File: config.mk
export PLATFORM = sky130hd
export DESIGN_NAME = sac_adc_control
export DESIGN_NICKNAME = d
export VERILOG_FILES = /design/src/sac_pkg.sv /design/src/sac_tick_if.sv /design/src/sac_clk_div.sv /design/src/sac_adc_control.sv
export SDC_FILE = /design/constraint.sdc
export NUM_CORES = 1
export LEC_CHECK = 0
export ABC_AREA = 1
export BUFFER_PORTS_ARGS = -buffer_cell sky130_fd_sc_hd__buf_2
export CORE_MARGIN = 2
export CORE_UTILIZATION = 46
export DETAILED_ROUTE_END_ITERATION = 10
export PLACE_DENSITY = 0.76
export SYNTH_ARGS = -nofsm -noshare
export SYNTH_HDL_FRONTEND = slang
export SYNTH_SLANG_ARGS = --single-unit
File: constraint.sdc
create_clock -name clk_i -period 1.9 [get_ports clk_i]
set_input_delay 0.285 -clock clk_i [delete_from_list [all_inputs] [get_ports clk_i]]
set_output_delay 0.285 -clock clk_i [all_outputs]
set_load 0.01 [all_outputs]
File: src/sac_pkg.sv
/*
 * Constants, register map and types for the converter control block.
 * Assumes a 32-bit classic Wishbone bus with byte addresses.
 */
// What this block does
// - Eight-bit result from one of four channels
// - On finish store result, flag or interrupt in same cycle
// - Selected pin is forced to converter input
// - Unselected shared pins stay ordinary port pins
// - Port writes never drive the selected pin
// - Selected pin reads zero, or latch if output
// - Supply gives ff, ground 00, rails saturate
// - Conversion lasts sixteen converter clock ticks
// - Start on first tick after control write
// - Continuous mode overwrites result every conversion
// - Continuous runs until its bit is cleared
// - Done flag set per conversion until result read
// - Interrupt enable requests interrupt per conversion
// - Done flag stays zero while interrupts enabled
// - Runs in wait mode, interrupt can wake
// - Stop mode idles converter, aborts conversion
// - After stop, resume without reconfiguration
// - Select codes: pins 0-3, supply, ground, off
// - Result read or control write clears interrupt
// - Single mode: one conversion per start
// - Prescaler divides by 1,2,4,8 or 16
package sac_pkg;
    // Register byte addresses
    localparam logic [7:0] SAC_SCR_ADR = 8'h3c;
    localparam logic [7:0] SAC_RES_ADR = 8'h40;
    localparam logic [7:0] SAC_DIV_ADR = 8'h44;
    localparam logic [7:0] SAC_DAT_ADR = 8'h48;
    localparam logic [7:0] SAC_DIR_ADR = 8'h4c;
    // Control register fields
    localparam int SAC_DONE_BIT = 7;
    localparam int SAC_IE_BIT = 6;
    localparam int SAC_CONT_BIT = 5;
    localparam int SAC_SEL_W = 5;
    localparam int SAC_RES_W = 8;
    localparam int SAC_DIV_W = 3;
    localparam int SAC_PINS = 4;
    // Select codes and reset values
    localparam logic [4:0] SAC_SEL_OFF = 5'h1f;
    localparam logic [4:0] SAC_SEL_VDD = 5'h1d;
    localparam logic [4:0] SAC_SEL_VSS = 5'h1e;
    localparam logic [7:0] SAC_RES_RST = 8'h00;
    localparam logic [2:0] SAC_DIV_RST = 3'h0;
    localparam logic [3:0] SAC_PORT_RST = 4'h0;
    // Sequencing: ticks numbered 0..15, bits decided on 1..8
    localparam logic [3:0] SAC_CONV_LAST = 4'hf;
    localparam logic [3:0] SAC_BITS_LAST = 4'h8;
    localparam logic [3:0] SAC_CNT_FIRST = 4'h1;
    localparam logic [7:0] SAC_SAR_MSB = 8'h80;
    // Prescaler terminal counts for ratios 1,2,4,8,16
    localparam logic [3:0] SAC_LIM_D1 = 4'h0;
    localparam logic [3:0] SAC_LIM_D2 = 4'h1;
    localparam logic [3:0] SAC_LIM_D4 = 4'h3;
    localparam logic [3:0] SAC_LIM_D8 = 4'h7;
    localparam logic [3:0] SAC_LIM_D16 = 4'hf;
    typedef enum {SAC_IDLE, SAC_CONV} sac_state_t;
endpackage

File: src/sac_tick_if.sv
/*
 * Carrier between the control top and its prescaler.
 * Assumes both ends share clk_i.
 */
interface sac_tick_if;
    import sac_pkg::*;
    logic [SAC_DIV_W-1:0] div;
    logic hold;
    logic tick;
    modport gen(input div, input hold, output tick);
    modport sink(output div, output hold, input tick);
endinterface

File: src/sac_clk_div.sv
/*
 * Prescaler making the one-cycle converter clock tick.
 * Assumes synchronous active-high reset on clk_i.
 */
module sac_clk_div
    import sac_pkg::*;
(
    // Clock and reset
    input wire logic clk_i,
    input wire logic rst_i,
    // Divider carrier
    sac_tick_if.gen tif
);
    logic [3:0] cnt_reg, cnt_next, lim;
    logic tick_reg, tick_next;

    // Terminal count from the divider code
    always_comb begin
        lim = SAC_LIM_D16;
        if (!tif.div[2]) begin
            case (tif.div[1:0])
                2'h0: lim = SAC_LIM_D1;
                2'h1: lim = SAC_LIM_D2;
                2'h2: lim = SAC_LIM_D4;
                default: lim = SAC_LIM_D8;
            endcase
        end
        // A count left above a smaller new limit ticks at once instead of wrapping
        cnt_next = (tif.hold || cnt_reg >= lim) ? 4'h0 : cnt_reg + 4'h1;
        tick_next = !tif.hold && cnt_reg >= lim;
    end

    // Counter and tick registers
    always_ff @(posedge clk_i) begin
        if (rst_i) begin
            cnt_reg <= 4'h0;
            tick_reg <= 1'b0;
        end else begin
            cnt_reg <= cnt_next;
            tick_reg <= tick_next;
        end
    end

    assign tif.tick = tick_reg;
endmodule

File: src/sac_adc_control.sv
/*
 * Converter control top: Wishbone registers, shared pin override,
 * successive-approximation sequencer, flag and interrupt.
 * Assumes the comparator and pin inputs are synchronous to clk_i.
 */
module sac_adc_control
    import sac_pkg::*;
(
    // Clock and reset
    input wire logic clk_i,
    input wire logic rst_i,
    // Wishbone slave
    input wire logic wb_cyc_i,
    input wire logic wb_stb_i,
    input wire logic wb_we_i,
    input wire logic [7:0] wb_adr_i,
    input wire logic [3:0] wb_sel_i,
    input wire logic [31:0] wb_dat_i,
    output logic [31:0] wb_dat_o,
    output logic wb_ack_o,
    // Low power and interrupt
    input wire logic stop_i,
    output logic irq_o,
    // Analog side
    input wire logic cmp_i,
    output logic [SAC_RES_W-1:0] dac_o,
    output logic [SAC_SEL_W-1:0] input_select_o,
    // Shared port pins
    input wire logic [SAC_PINS-1:0] pin_i,
    output logic [SAC_PINS-1:0] pin_o,
    output logic [SAC_PINS-1:0] pin_oe_o,
    output logic [SAC_PINS-1:0] pin_analog_o
);

    sac_tick_if tif();
    logic tk;

    // Register state
    logic ie_reg, ie_next, cont_reg, cont_next, done_reg, done_next;
    logic irq_reg, irq_next;
    logic [SAC_SEL_W-1:0] sel_reg, sel_next;
    logic [SAC_DIV_W-1:0] div_reg, div_next;
    logic [SAC_RES_W-1:0] res_reg, res_next;
    logic [SAC_PINS-1:0] lat_reg, lat_next, ddr_reg, ddr_next;
    // Bus state
    logic ack_reg, ack_next;
    logic [31:0] dat_reg, dat_next;
    logic req, wr, rd, wr_scr, rd_res;
    logic [7:0] rdata;
    // Sequencer state
    sac_state_t st_reg, st_next;
    logic [3:0] cnt_reg, cnt_next;
    logic [SAC_RES_W-1:0] sar_reg, sar_next;
    logic pend_reg, pend_next, fin, load, off;
    logic [2:0] bi;
    // Pin state
    logic [SAC_PINS-1:0] seld, prd;
    logic [SAC_PINS-1:0] po_reg, poe_reg, pan_reg;

    // Prescaler, held while powered off or stopped
    assign tif.div = div_reg;
    assign tif.hold = stop_i || off;
    assign tk = tif.tick;

    sac_clk_div u_div (
        .clk_i(clk_i),
        .rst_i(rst_i),
        .tif(tif)
    );

    // Bus decode; side effects act at the edge that raises ack
    assign req = wb_cyc_i && wb_stb_i && !ack_reg;
    assign wr = req && wb_we_i && wb_sel_i[0];
    assign rd = req && !wb_we_i;
    assign wr_scr = wr && wb_adr_i == SAC_SCR_ADR;
    assign rd_res = rd && wb_adr_i == SAC_RES_ADR;
    // Power-off decode straight from the write data: holds at the writing edge, no loop
    assign off = (wr_scr ? wb_dat_i[SAC_SEL_W-1:0] : sel_reg) == SAC_SEL_OFF;

    // Per-pin override and read path
    genvar gi;
    generate
        for (gi = 0; gi < SAC_PINS; gi++) begin : g_pin
            assign seld[gi] = sel_reg == SAC_SEL_W'(gi);
            assign prd[gi] = seld[gi] ? (ddr_reg[gi] && lat_reg[gi])
                : (ddr_reg[gi] ? lat_reg[gi] : pin_i[gi]);
        end
    endgenerate

    // Read mux; unmapped addresses read zero
    always_comb begin
        case (wb_adr_i)
            SAC_SCR_ADR: rdata = {done_reg, ie_reg, cont_reg, sel_reg};
            SAC_RES_ADR: rdata = res_reg;
            SAC_DIV_ADR: rdata = {5'h00, div_reg};
            SAC_DAT_ADR: rdata = {4'h0, prd};
            SAC_DIR_ADR: rdata = {4'h0, ddr_reg};
            default: rdata = 8'h00;
        endcase
        ack_next = req;
        dat_next = rd ? {24'h000000, rdata} : 32'h00000000;
    end

    // Bus response registers
    always_ff @(posedge clk_i) begin
        if (rst_i) begin
            ack_reg <= 1'b0;
            dat_reg <= 32'h00000000;
        end else begin
            ack_reg <= ack_next;
            dat_reg <= dat_next;
        end
    end

    // Software registers, flag and interrupt request
    always_comb begin
        ie_next = ie_reg;
        cont_next = cont_reg;
        sel_next = sel_reg;
        div_next = div_reg;
        lat_next = lat_reg;
        ddr_next = ddr_reg;
        res_next = res_reg;
        if (wr) begin
            case (wb_adr_i)
                SAC_SCR_ADR: begin
                    ie_next = wb_dat_i[SAC_IE_BIT];
                    cont_next = wb_dat_i[SAC_CONT_BIT];
                    sel_next = wb_dat_i[SAC_SEL_W-1:0];
                end
                SAC_DIV_ADR: div_next = wb_dat_i[SAC_DIV_W-1:0];
                SAC_DAT_ADR: lat_next = wb_dat_i[SAC_PINS-1:0];
                SAC_DIR_ADR: ddr_next = wb_dat_i[SAC_PINS-1:0];
                default: ;
            endcase
        end
        if (fin) begin
            res_next = sar_reg;
        end
        // Read clears, a finishing conversion sets and wins
        done_next = done_reg;
        if (rd_res) begin
            done_next = 1'b0;
        end
        if (fin && !ie_reg) begin
            done_next = 1'b1;
        end
        if (ie_next) begin
            done_next = 1'b0;
        end
        // No low-power gating: the request can wake from wait
        irq_next = irq_reg;
        if (rd_res || wr_scr) begin
            irq_next = 1'b0;
        end
        if (fin && ie_reg) begin
            irq_next = 1'b1;
        end
    end

    // Software register storage
    always_ff @(posedge clk_i) begin
        if (rst_i) begin
            ie_reg <= 1'b0;
            cont_reg <= 1'b0;
            done_reg <= 1'b0;
            irq_reg <= 1'b0;
            sel_reg <= SAC_SEL_OFF;
            div_reg <= SAC_DIV_RST;
            res_reg <= SAC_RES_RST;
            lat_reg <= SAC_PORT_RST;
            ddr_reg <= SAC_PORT_RST;
        end else begin
            ie_reg <= ie_next;
            cont_reg <= cont_next;
            done_reg <= done_next;
            irq_reg <= irq_next;
            sel_reg <= sel_next;
            div_reg <= div_next;
            res_reg <= res_next;
            lat_reg <= lat_next;
            ddr_reg <= ddr_next;
        end
    end

    // Conversion sequencer
    always_comb begin
        st_next = st_reg;
        cnt_next = cnt_reg;
        sar_next = sar_reg;
        pend_next = pend_reg || wr_scr;
        fin = 1'b0;
        load = 1'b0;
        bi = 3'(SAC_BITS_LAST - cnt_reg);
        if (stop_i || off) begin
            st_next = SAC_IDLE;
            if (off) begin
                pend_next = 1'b0;
            end else if (st_reg == SAC_CONV) begin
                pend_next = 1'b1;
            end
        end else if (wr_scr) begin
            st_next = SAC_IDLE;
        end else if (tk) begin
            if (st_reg == SAC_IDLE) begin
                load = pend_reg;
            end else if (cnt_reg == 4'h0) begin
                load = 1'b1;
            end else begin
                if (cnt_reg <= SAC_BITS_LAST) begin
                    if (!cmp_i) begin
                        sar_next[bi] = 1'b0;
                    end
                    if (bi != 3'h0) begin
                        sar_next[bi-3'h1] = 1'b1;
                    end
                end
                if (cnt_reg == SAC_CONV_LAST) begin
                    fin = 1'b1;
                    if (cont_reg) begin
                        cnt_next = 4'h0;
                    end else begin
                        st_next = SAC_IDLE;
                    end
                end else begin
                    cnt_next = cnt_reg + 4'h1;
                end
            end
            if (load) begin
                st_next = SAC_CONV;
                cnt_next = SAC_CNT_FIRST;
                sar_next = SAC_SAR_MSB;
                pend_next = 1'b0;
            end
        end
    end

    // Sequencer registers
    always_ff @(posedge clk_i) begin
        if (rst_i) begin
            st_reg <= SAC_IDLE;
            cnt_reg <= 4'h0;
            sar_reg <= SAC_RES_RST;
            pend_reg <= 1'b0;
        end else begin
            st_reg <= st_next;
            cnt_reg <= cnt_next;
            sar_reg <= sar_next;
            pend_reg <= pend_next;
        end
    end

    // Pin drive: selected pin released and routed to the converter
    always_ff @(posedge clk_i) begin
        if (rst_i) begin
            po_reg <= SAC_PORT_RST;
            poe_reg <= SAC_PORT_RST;
            pan_reg <= SAC_PORT_RST;
        end else begin
            po_reg <= lat_reg;
            poe_reg <= ddr_reg & ~seld;
            pan_reg <= seld;
        end
    end

    assign wb_ack_o = ack_reg;
    assign wb_dat_o = dat_reg;
    assign irq_o = irq_reg;
    assign dac_o = sar_reg;
    assign input_select_o = sel_reg;
    assign pin_o = po_reg;
    assign pin_oe_o = poe_reg;
    assign pin_analog_o = pan_reg;

    // Helper: ticks seen since the conversion was loaded
    logic [4:0] h_ticks;
    always_ff @(posedge clk_i) begin
        if (rst_i || load) begin
            h_ticks <= 5'h00;
        end else if (tk && st_reg == SAC_CONV) begin
            h_ticks <= h_ticks + 5'h01;
        end
    end
endmodule

Yosys cells after proc, flatten, opt, wreduce, memory -nomap -nowiden
Cells that the tools add are included.
W data, S select, Z words.
Cells by class
  add/sub/neg operators: 4
  $lt $le $gt $ge: 6
  equal/unequal tests: 17
  muxes and demuxes: 61
  bitwise logic cells: 8
  reductions and logical operators: 44
Operators by type and width (number)
  $mux W32: 5
  $mux W8: 12
  $pmux W8 S5: 1
  $mux W1: 33
  $eq A32 B2 Y1 const B: 1
  $eq A8 B7 Y1 const B: 4
  $logic_not A32 Y1: 1
  $mux W4: 6
  $logic_and A1 B1 Y1: 16
  $reduce_and A6 Y1: 2
  $eq A5 B2 Y1 const B: 2
  $pmux W3 S3: 1
  $add A4 B1 Y4 const B: 2
  $and A8 B8 Y8: 1
  $eq A8 B6 Y1 const B: 1
  $lt A3 B4 Y1 const B: 2
  $not A8 Y8: 1
  $or A8 B8 Y8: 1
  $reduce_and A2 Y1: 4
  $reduce_bool A2 Y1: 4
  $demux W1 S3: 2
  $ge A3 B1 Y1 const B: 2
  $ne A2 B1 Y1 const B: 3
  $reduce_or A2 Y1: 3
  other kinds (22): 30
Storage, ports and cells
  flip-flop bits (word level): 123
  bits of input ports: 55
  logic and storage cells: 161

Depth between registers and ports, before layout
  word-level depth: 20
  mapped depth: 15
  mapped depth without buffers: 14

Modules after synthesis
Synthesis repeated with hierarchy kept, for this count alone.
Second synthesis, totals
  cell total of the unflattened synthesis: 489
  area, all modules: 3459.6 um^2
Modules (own cells, without submodules)
  sac_adc_control: times used 1, cells each 449, area each 3154.3 um^2, seq. area each 1261.2 um^2
  sac_clk_div: times used 1, cells each 40, area each 305.3 um^2, seq. area each 100.1 um^2

Worst setup path after synthesis
OpenSTA, ideal clock, no wires.
  path kind: flip-flop to flip-flop
  from: register cnt_reg[0]
  to: register cnt_reg[0]
  library setup time: 0.114 ns
  arrival: 1.823 ns
  required time: 1.786 ns
  path slack: -0.037 ns
  cell stages (with the launch flop): 15
  buffers on the path: 2
  clock period less this slack: 1.937 ns
  path through: dfxtp_1 -> clkbuf_1 -> inv_1 -> ha_1 -> nand2_1 -> o21ai_1 -> o21ai_0 -> buf_2 -> nand3_1 -> nand2_1 -> inv_1 -> nand3_1 -> nand2_1 -> nand2_1 -> nor2_1
On the way
  cells in the longest elaborated chain, start to end: 8
Ends and longest elaborated chain
  start: declaration: line sac_adc_control.sv:52  | logic [3:0] cnt_reg, cnt_next;
  start signal: assignment: line sac_adc_control.sv:247  | cnt_reg <= cnt_next;
  $logic_not A4 Y1: line sac_adc_control.sv:207  | end else if (cnt_reg == 4'h0) begin
  $mux W1: line sac_adc_control.sv:207
  $mux W1: line sac_adc_control.sv:205  | if (st_reg == SAC_IDLE) begin
  $mux W1: line sac_adc_control.sv:204  | end else if (tk) begin
  $mux W1: line sac_adc_control.sv:202  | end else if (wr_scr) begin
  $mux W1: line sac_adc_control.sv:195  | if (stop_i || off) begin
  $ne A3 B2 Y1 (no source line) or $ne A2 B1 Y1 (tied branches)
  $reduce_and A6 Y1 (no source line)
Parallel ways exist; a longest one is shown, timed or not. The select of a mux whose other input is x is not followed.
A chain may end at the register's enable or synchronous reset.

Worst setup path after layout
  from: register ack_reg, in the netlist wb_ack_o
  to: register res_reg[4]
On the way
  cells in the longest elaborated chain, start to end: 9
Ends and longest elaborated chain
  start: declaration: line sac_adc_control.sv:46  | logic ack_reg, ack_next;
  start signal: assignment: line sac_adc_control.sv:110  | ack_reg <= ack_next;
  $logic_not A1 Y1 *: line sac_adc_control.sv:72  | assign req = wb_cyc_i && wb_stb_i && !ack_reg;
  $logic_and A1 B1 Y1 *: line sac_adc_control.sv:72
  $logic_and A1 B1 Y1 * (2 in a row): line sac_adc_control.sv:73  | assign wr = req && wb_we_i && wb_sel_i[0];
  $logic_and A1 B1 Y1 *: line sac_adc_control.sv:75  | assign wr_scr = wr && wb_adr_i == SAC_SCR_ADR;
  $mux W5: line sac_adc_control.sv:78  | assign off = (wr_scr ? wb_dat_i[SAC_SEL_W-1:0] : sel_reg) == SAC_SEL_OFF;
  $eq A5 B5 Y1: line sac_adc_control.sv:78
  $logic_or A1 B1 Y1: line sac_adc_control.sv:195
  $mux W1 *: line sac_adc_control.sv:195
  end signal: assignment: line sac_adc_control.sv:180  | res_reg <= res_next;
  end: declaration: line sac_adc_control.sv:43  | logic [SAC_RES_W-1:0] res_reg, res_next;
Every way passes the cells marked *; elsewhere a longest branch is shown, timed or not.

==> Implementation_results.wiki <==
{| class="wikitable"
! Metric !! Value
|-
| Result of the run || complete, no violations
|-
| Maximum operating frequency || 549.2 MHz
|-
| Proportion of power drawn by flip-flops and latches || 0.518
|-
| Average wire per standard cell || 11.82 microns
|-
| Power dissipated by switching net loads || 673.7 uW
|-
| Sequential fraction of the synthesis area || 0.3843
|-
| Clock period minus worst slack || 1.821 ns
|-
| Global-route wire length before repair || 13,180 microns
|-
| Total of hold buffers inserted after clock tree synthesis || 0
|-
| Simple-Gate Fraction of Synth Area || 0.2981
|-
| Int Pwr || 2.079 mW
|-
| Adder and majority gate portion of the synthesized area || 0.02826
|-
| Worst hold path endpoint || input_select_o[1]
|-
| Site Rows || 31
|-
| Deepest level of the CTS H-tree || 3
|-
| Insertion delay to the later sink of the worst-skew pair || 0.35 ns
|-
| Final worst-path cycle share || 0.9584
|-
| Xor and xnor area share after synthesis || 0.01236
|-
| Number of search-and-repair iterations in the first detailed-routing pass || 4
|-
| Count of final hold-check violations || 0
|-
| 1st-iter DRT viols || 115
|-
| Type of the worst setup path || reg -> reg
|-
| Cell area after synthesis || 3542 sq um
|-
| R2r worst-path depth || 10
|-
| Worst-case setup slack after placement || -0.1273 ns
|-
| Clock network fraction of total power || 0.432
|-
| Antenna violations before repair || 0
|-
| Sort of element at the start of the critical path || register
|-
| Setup TNS after final layout || 0 ns
|-
| Part of the power in combinational logic || 0.050
|-
| Cell area reported after detailed placement || 3960 sq um
|-
| Core footprint || 7370 sq um
|-
| Final cell utilization of the core || 0.5837
|-
| Area of all placed cells without fillers || 4302 sq um
|-
| Cell chain of the critical path || nand3b_1 > nor2_4 > nand2_4 > buf_4 > o21ai_2 > nor2_4 > nand2_8 > nand3_4 > nor2_1 > nor2_1
|-
| Kind of end point of the critical path || register
|-
| Maximum fanout count along the critical path || 16
|-
| Number of synthesized register bits || 68
|-
| Clock tree root driver cell || sky130_fd_sc_hd__clkbuf_8
|-
| Worst hold path type || in -> reg
|-
| Die X || 91.75 microns
|-
| Vias/cell || 4.713
|-
| Total clock sinks || 68
|-
| Most frequent standard cell in the layout excluding fill and tap cells || sky130_fd_sc_hd__nand2_1
|-
| Req. time, crit path || 2.14 ns
|-
| CTS max path bufs || 2
|-
| Crit-path max cell delay || 0.31 ns
|-
| Clock transition time at the flip-flop clock pins of the worst setup and hold paths || 0.08 ns
|-
| Post-synthesis compound-gate area fraction || 0.1194
|-
| LEAKAGE || 2.111 nW
|-
| Critical-path top delay cell || sky130_fd_sc_hd__dfxtp_1
|-
| Boundary pin count || 114
|-
| Min-Delay Path Depth || 3
|-
| Mapped Cells || 507
|-
| Initial core utilization || 0.4806
|-
| Count of final setup violators || 0
|-
| Die Ht || 91.75 microns
|-
| Data arrival, critical path || 2.06 ns
|-
| Max-cap violation count || 0
|-
| Clk_skew || 0.01113 ns
|-
| Mux share of post-synthesis cell area || 0
|-
| Terminus of the critical flop-to-flop path || res_reg[4]
|-
| Number of buffers inserted by port buffering || 61
|-
| Antenna-violating nets left || 0
|-
| Worst-case vdd ir drop || 345.7 uV
|-
| Most used cells in the layout excluding fill and tap cells || 96 x sky130_fd_sc_hd__nand2_1, 75 x sky130_fd_sc_hd__inv_1, 73 x sky130_fd_sc_hd__nor2_1, 68 x sky130_fd_sc_hd__dfxtp_1, 61 x sky130_fd_sc_hd__buf_2
|-
| Slew at the pin closest to its max-slew limit || 0.5906 ns
|-
| Count of cell types in the netlist || 38
|-
| Largest family of logic cells by synthesized area || simple AND/OR/NAND/NOR gates
|-
| Share of post-route cells with drive strength above 1 || 0.2312
|-
| Worst flop-to-flop path startpoint || wb_ack_o
|-
| Synthesized area per cell || 6.986 sq um
|-
| Count of final max-slew check failures || 0
|-
| Total CTS buffers || 9
|-
| Hold Crit Start || wb_dat_i[1]
|-
| Placed wire-length estimate || 6088 microns
|-
| Clock tree from TritonCTS || built
|-
| Pwr/cell area || 639.8 nW/um^2
|-
| Unrepaired setup endpoints after global routing || true
|-
| Die Footprint || 8418 sq um
|-
| Sw Share || 0.2448
|-
| Yosys synthesis warning count || 0
|-
| Relative area change from synthesis to final layout || 21.44%
|-
| Slack of the worst reg-to-reg path || 0.08 ns
|-
| Last weighted congestion value of the routability-driven placer || 0.9414
|-
| Antenna fix cells || 0
|-
| Global Route Usage Sum || 0.1934
|-
| Global route overflow || 0
|-
| Number of nets in the layout || 655
|-
| Number of design rule violations left after detail routing || 0
|-
| Final wirelength || 8225 microns
|-
| Remaining max-slew budget at the tightest pin || 0.6045
|-
| Number of vias after detailed routing || 3,280
|-
| Minimum setup slack in the final design || 0.07913 ns
|-
| Vias in the first global route || 2,955
|-
| Pin count of the biggest net entering global routing || 31
|}
## power by group through the flow
stage          registers, mW  logic [mW]  clock network [mW]
4_1_cts                 1.43       0.129                1.21
6_report                1.43       0.137                1.19
3_3_place_gp            1.46       0.126                   0
3_5_place_dp            1.46       0.127                   0
5_1_grt                 1.43       0.150                1.27
2_1_floorplan           1.46       0.107                   0
## worst max path at each step
stage	from	to	slack, ns	cells after the start
finish	wb_ack_o	res_reg[4]	0.08	10
global route	wb_ack_o	u_div.cnt_reg[2]	-0.05	10
CTS	wb_ack_o	dac_o[2]	0.009	10
detailed placement	wb_adr_i[5]	dac_o[3]	-0.13	13
global placement	wb_adr_i[5]	dac_o[2]	-0.06	12
floorplan	cnt_reg[0]	cnt_reg[0]	0.005	13
## cell families (layout without fill, tap and decap cells)
group / count (synthesis) / after routing
buf+inv: 116 / 183
compound gates: 77 / 77
fa+ha+maj: 8 / 8
xor+xnor: 5 / 5
flops: 68 / 68
other cells: 1 / 24
simple gates: 232 / 232
## worst max-delay path, delay by kind of cell (launching register included)
kind | cells | cell delay (ns)
AND/OR/NAND/NOR | 8 | 1.05
flip-flops | 1 | 0.31
AO/OA/AOI/OAI | 1 | 0.18
buffers and inverters | 1 | 0.16
## routing by layer
metal	track usage	routed length [microns]
met1	0.2488	3797
met2	0.3131	3850
met3	0.04684	419
met4	0.07587	157
met5	0	0
## synthesized netlist by cell type, drive strengths merged
master | n | area share
a21boi | 1 | 0.0021
a21oi | 37 | 0.053
a31o | 1 | 0.0025
buf | 32 | 0.067
clkbuf | 5 | 0.0053
clkinv | 1 | 0.0011
conb | 1 | 0.0011
dfxtp | 68 | 0.38
ha | 8 | 0.028
inv | 78 | 0.083
nand2 | 103 | 0.12
nand3 | 27 | 0.043
nand3b | 3 | 0.0064
nand4 | 16 | 0.028
nor2 | 80 | 0.094
nor3 | 2 | 0.0042
nor4 | 1 | 0.0018
o211ai | 2 | 0.0042
o21ai | 31 | 0.048
o22ai | 4 | 0.0071
o31ai | 1 | 0.0021
xnor2 | 2 | 0.0049
xor2 | 3 | 0.0074
## through the flow
stage	hold slack (ns)	total power, mW	cells
after floorplan	0.3541	1.566	530
after global placement	0.4368	1.584	674
after detailed placement	0.4395	1.586	674
after CTS	0.2227	2.762	690
after global routing	0.2528	2.843	696
final	0.2478	2.752	696
## area by class of cell
cell class                 instances  area [sq um]
fill                             683          3068
tap                               99         123.9
multi-input combinational        346          1809
sequential                        68          1361
inverter                          79         296.5
clock inverter                     7         75.07
timing repair buffer              88         511.7
clock buffer                       9         123.9
## timing repair
action | CTS | global route
endpoints found under the setup margin | 4 | 25
gates resized for setup | 1 | 24
pin swaps | 0 | 7
setup buffers | 0 | 6
cloned | 0 | 0
(Power assumes the default switching activity.)
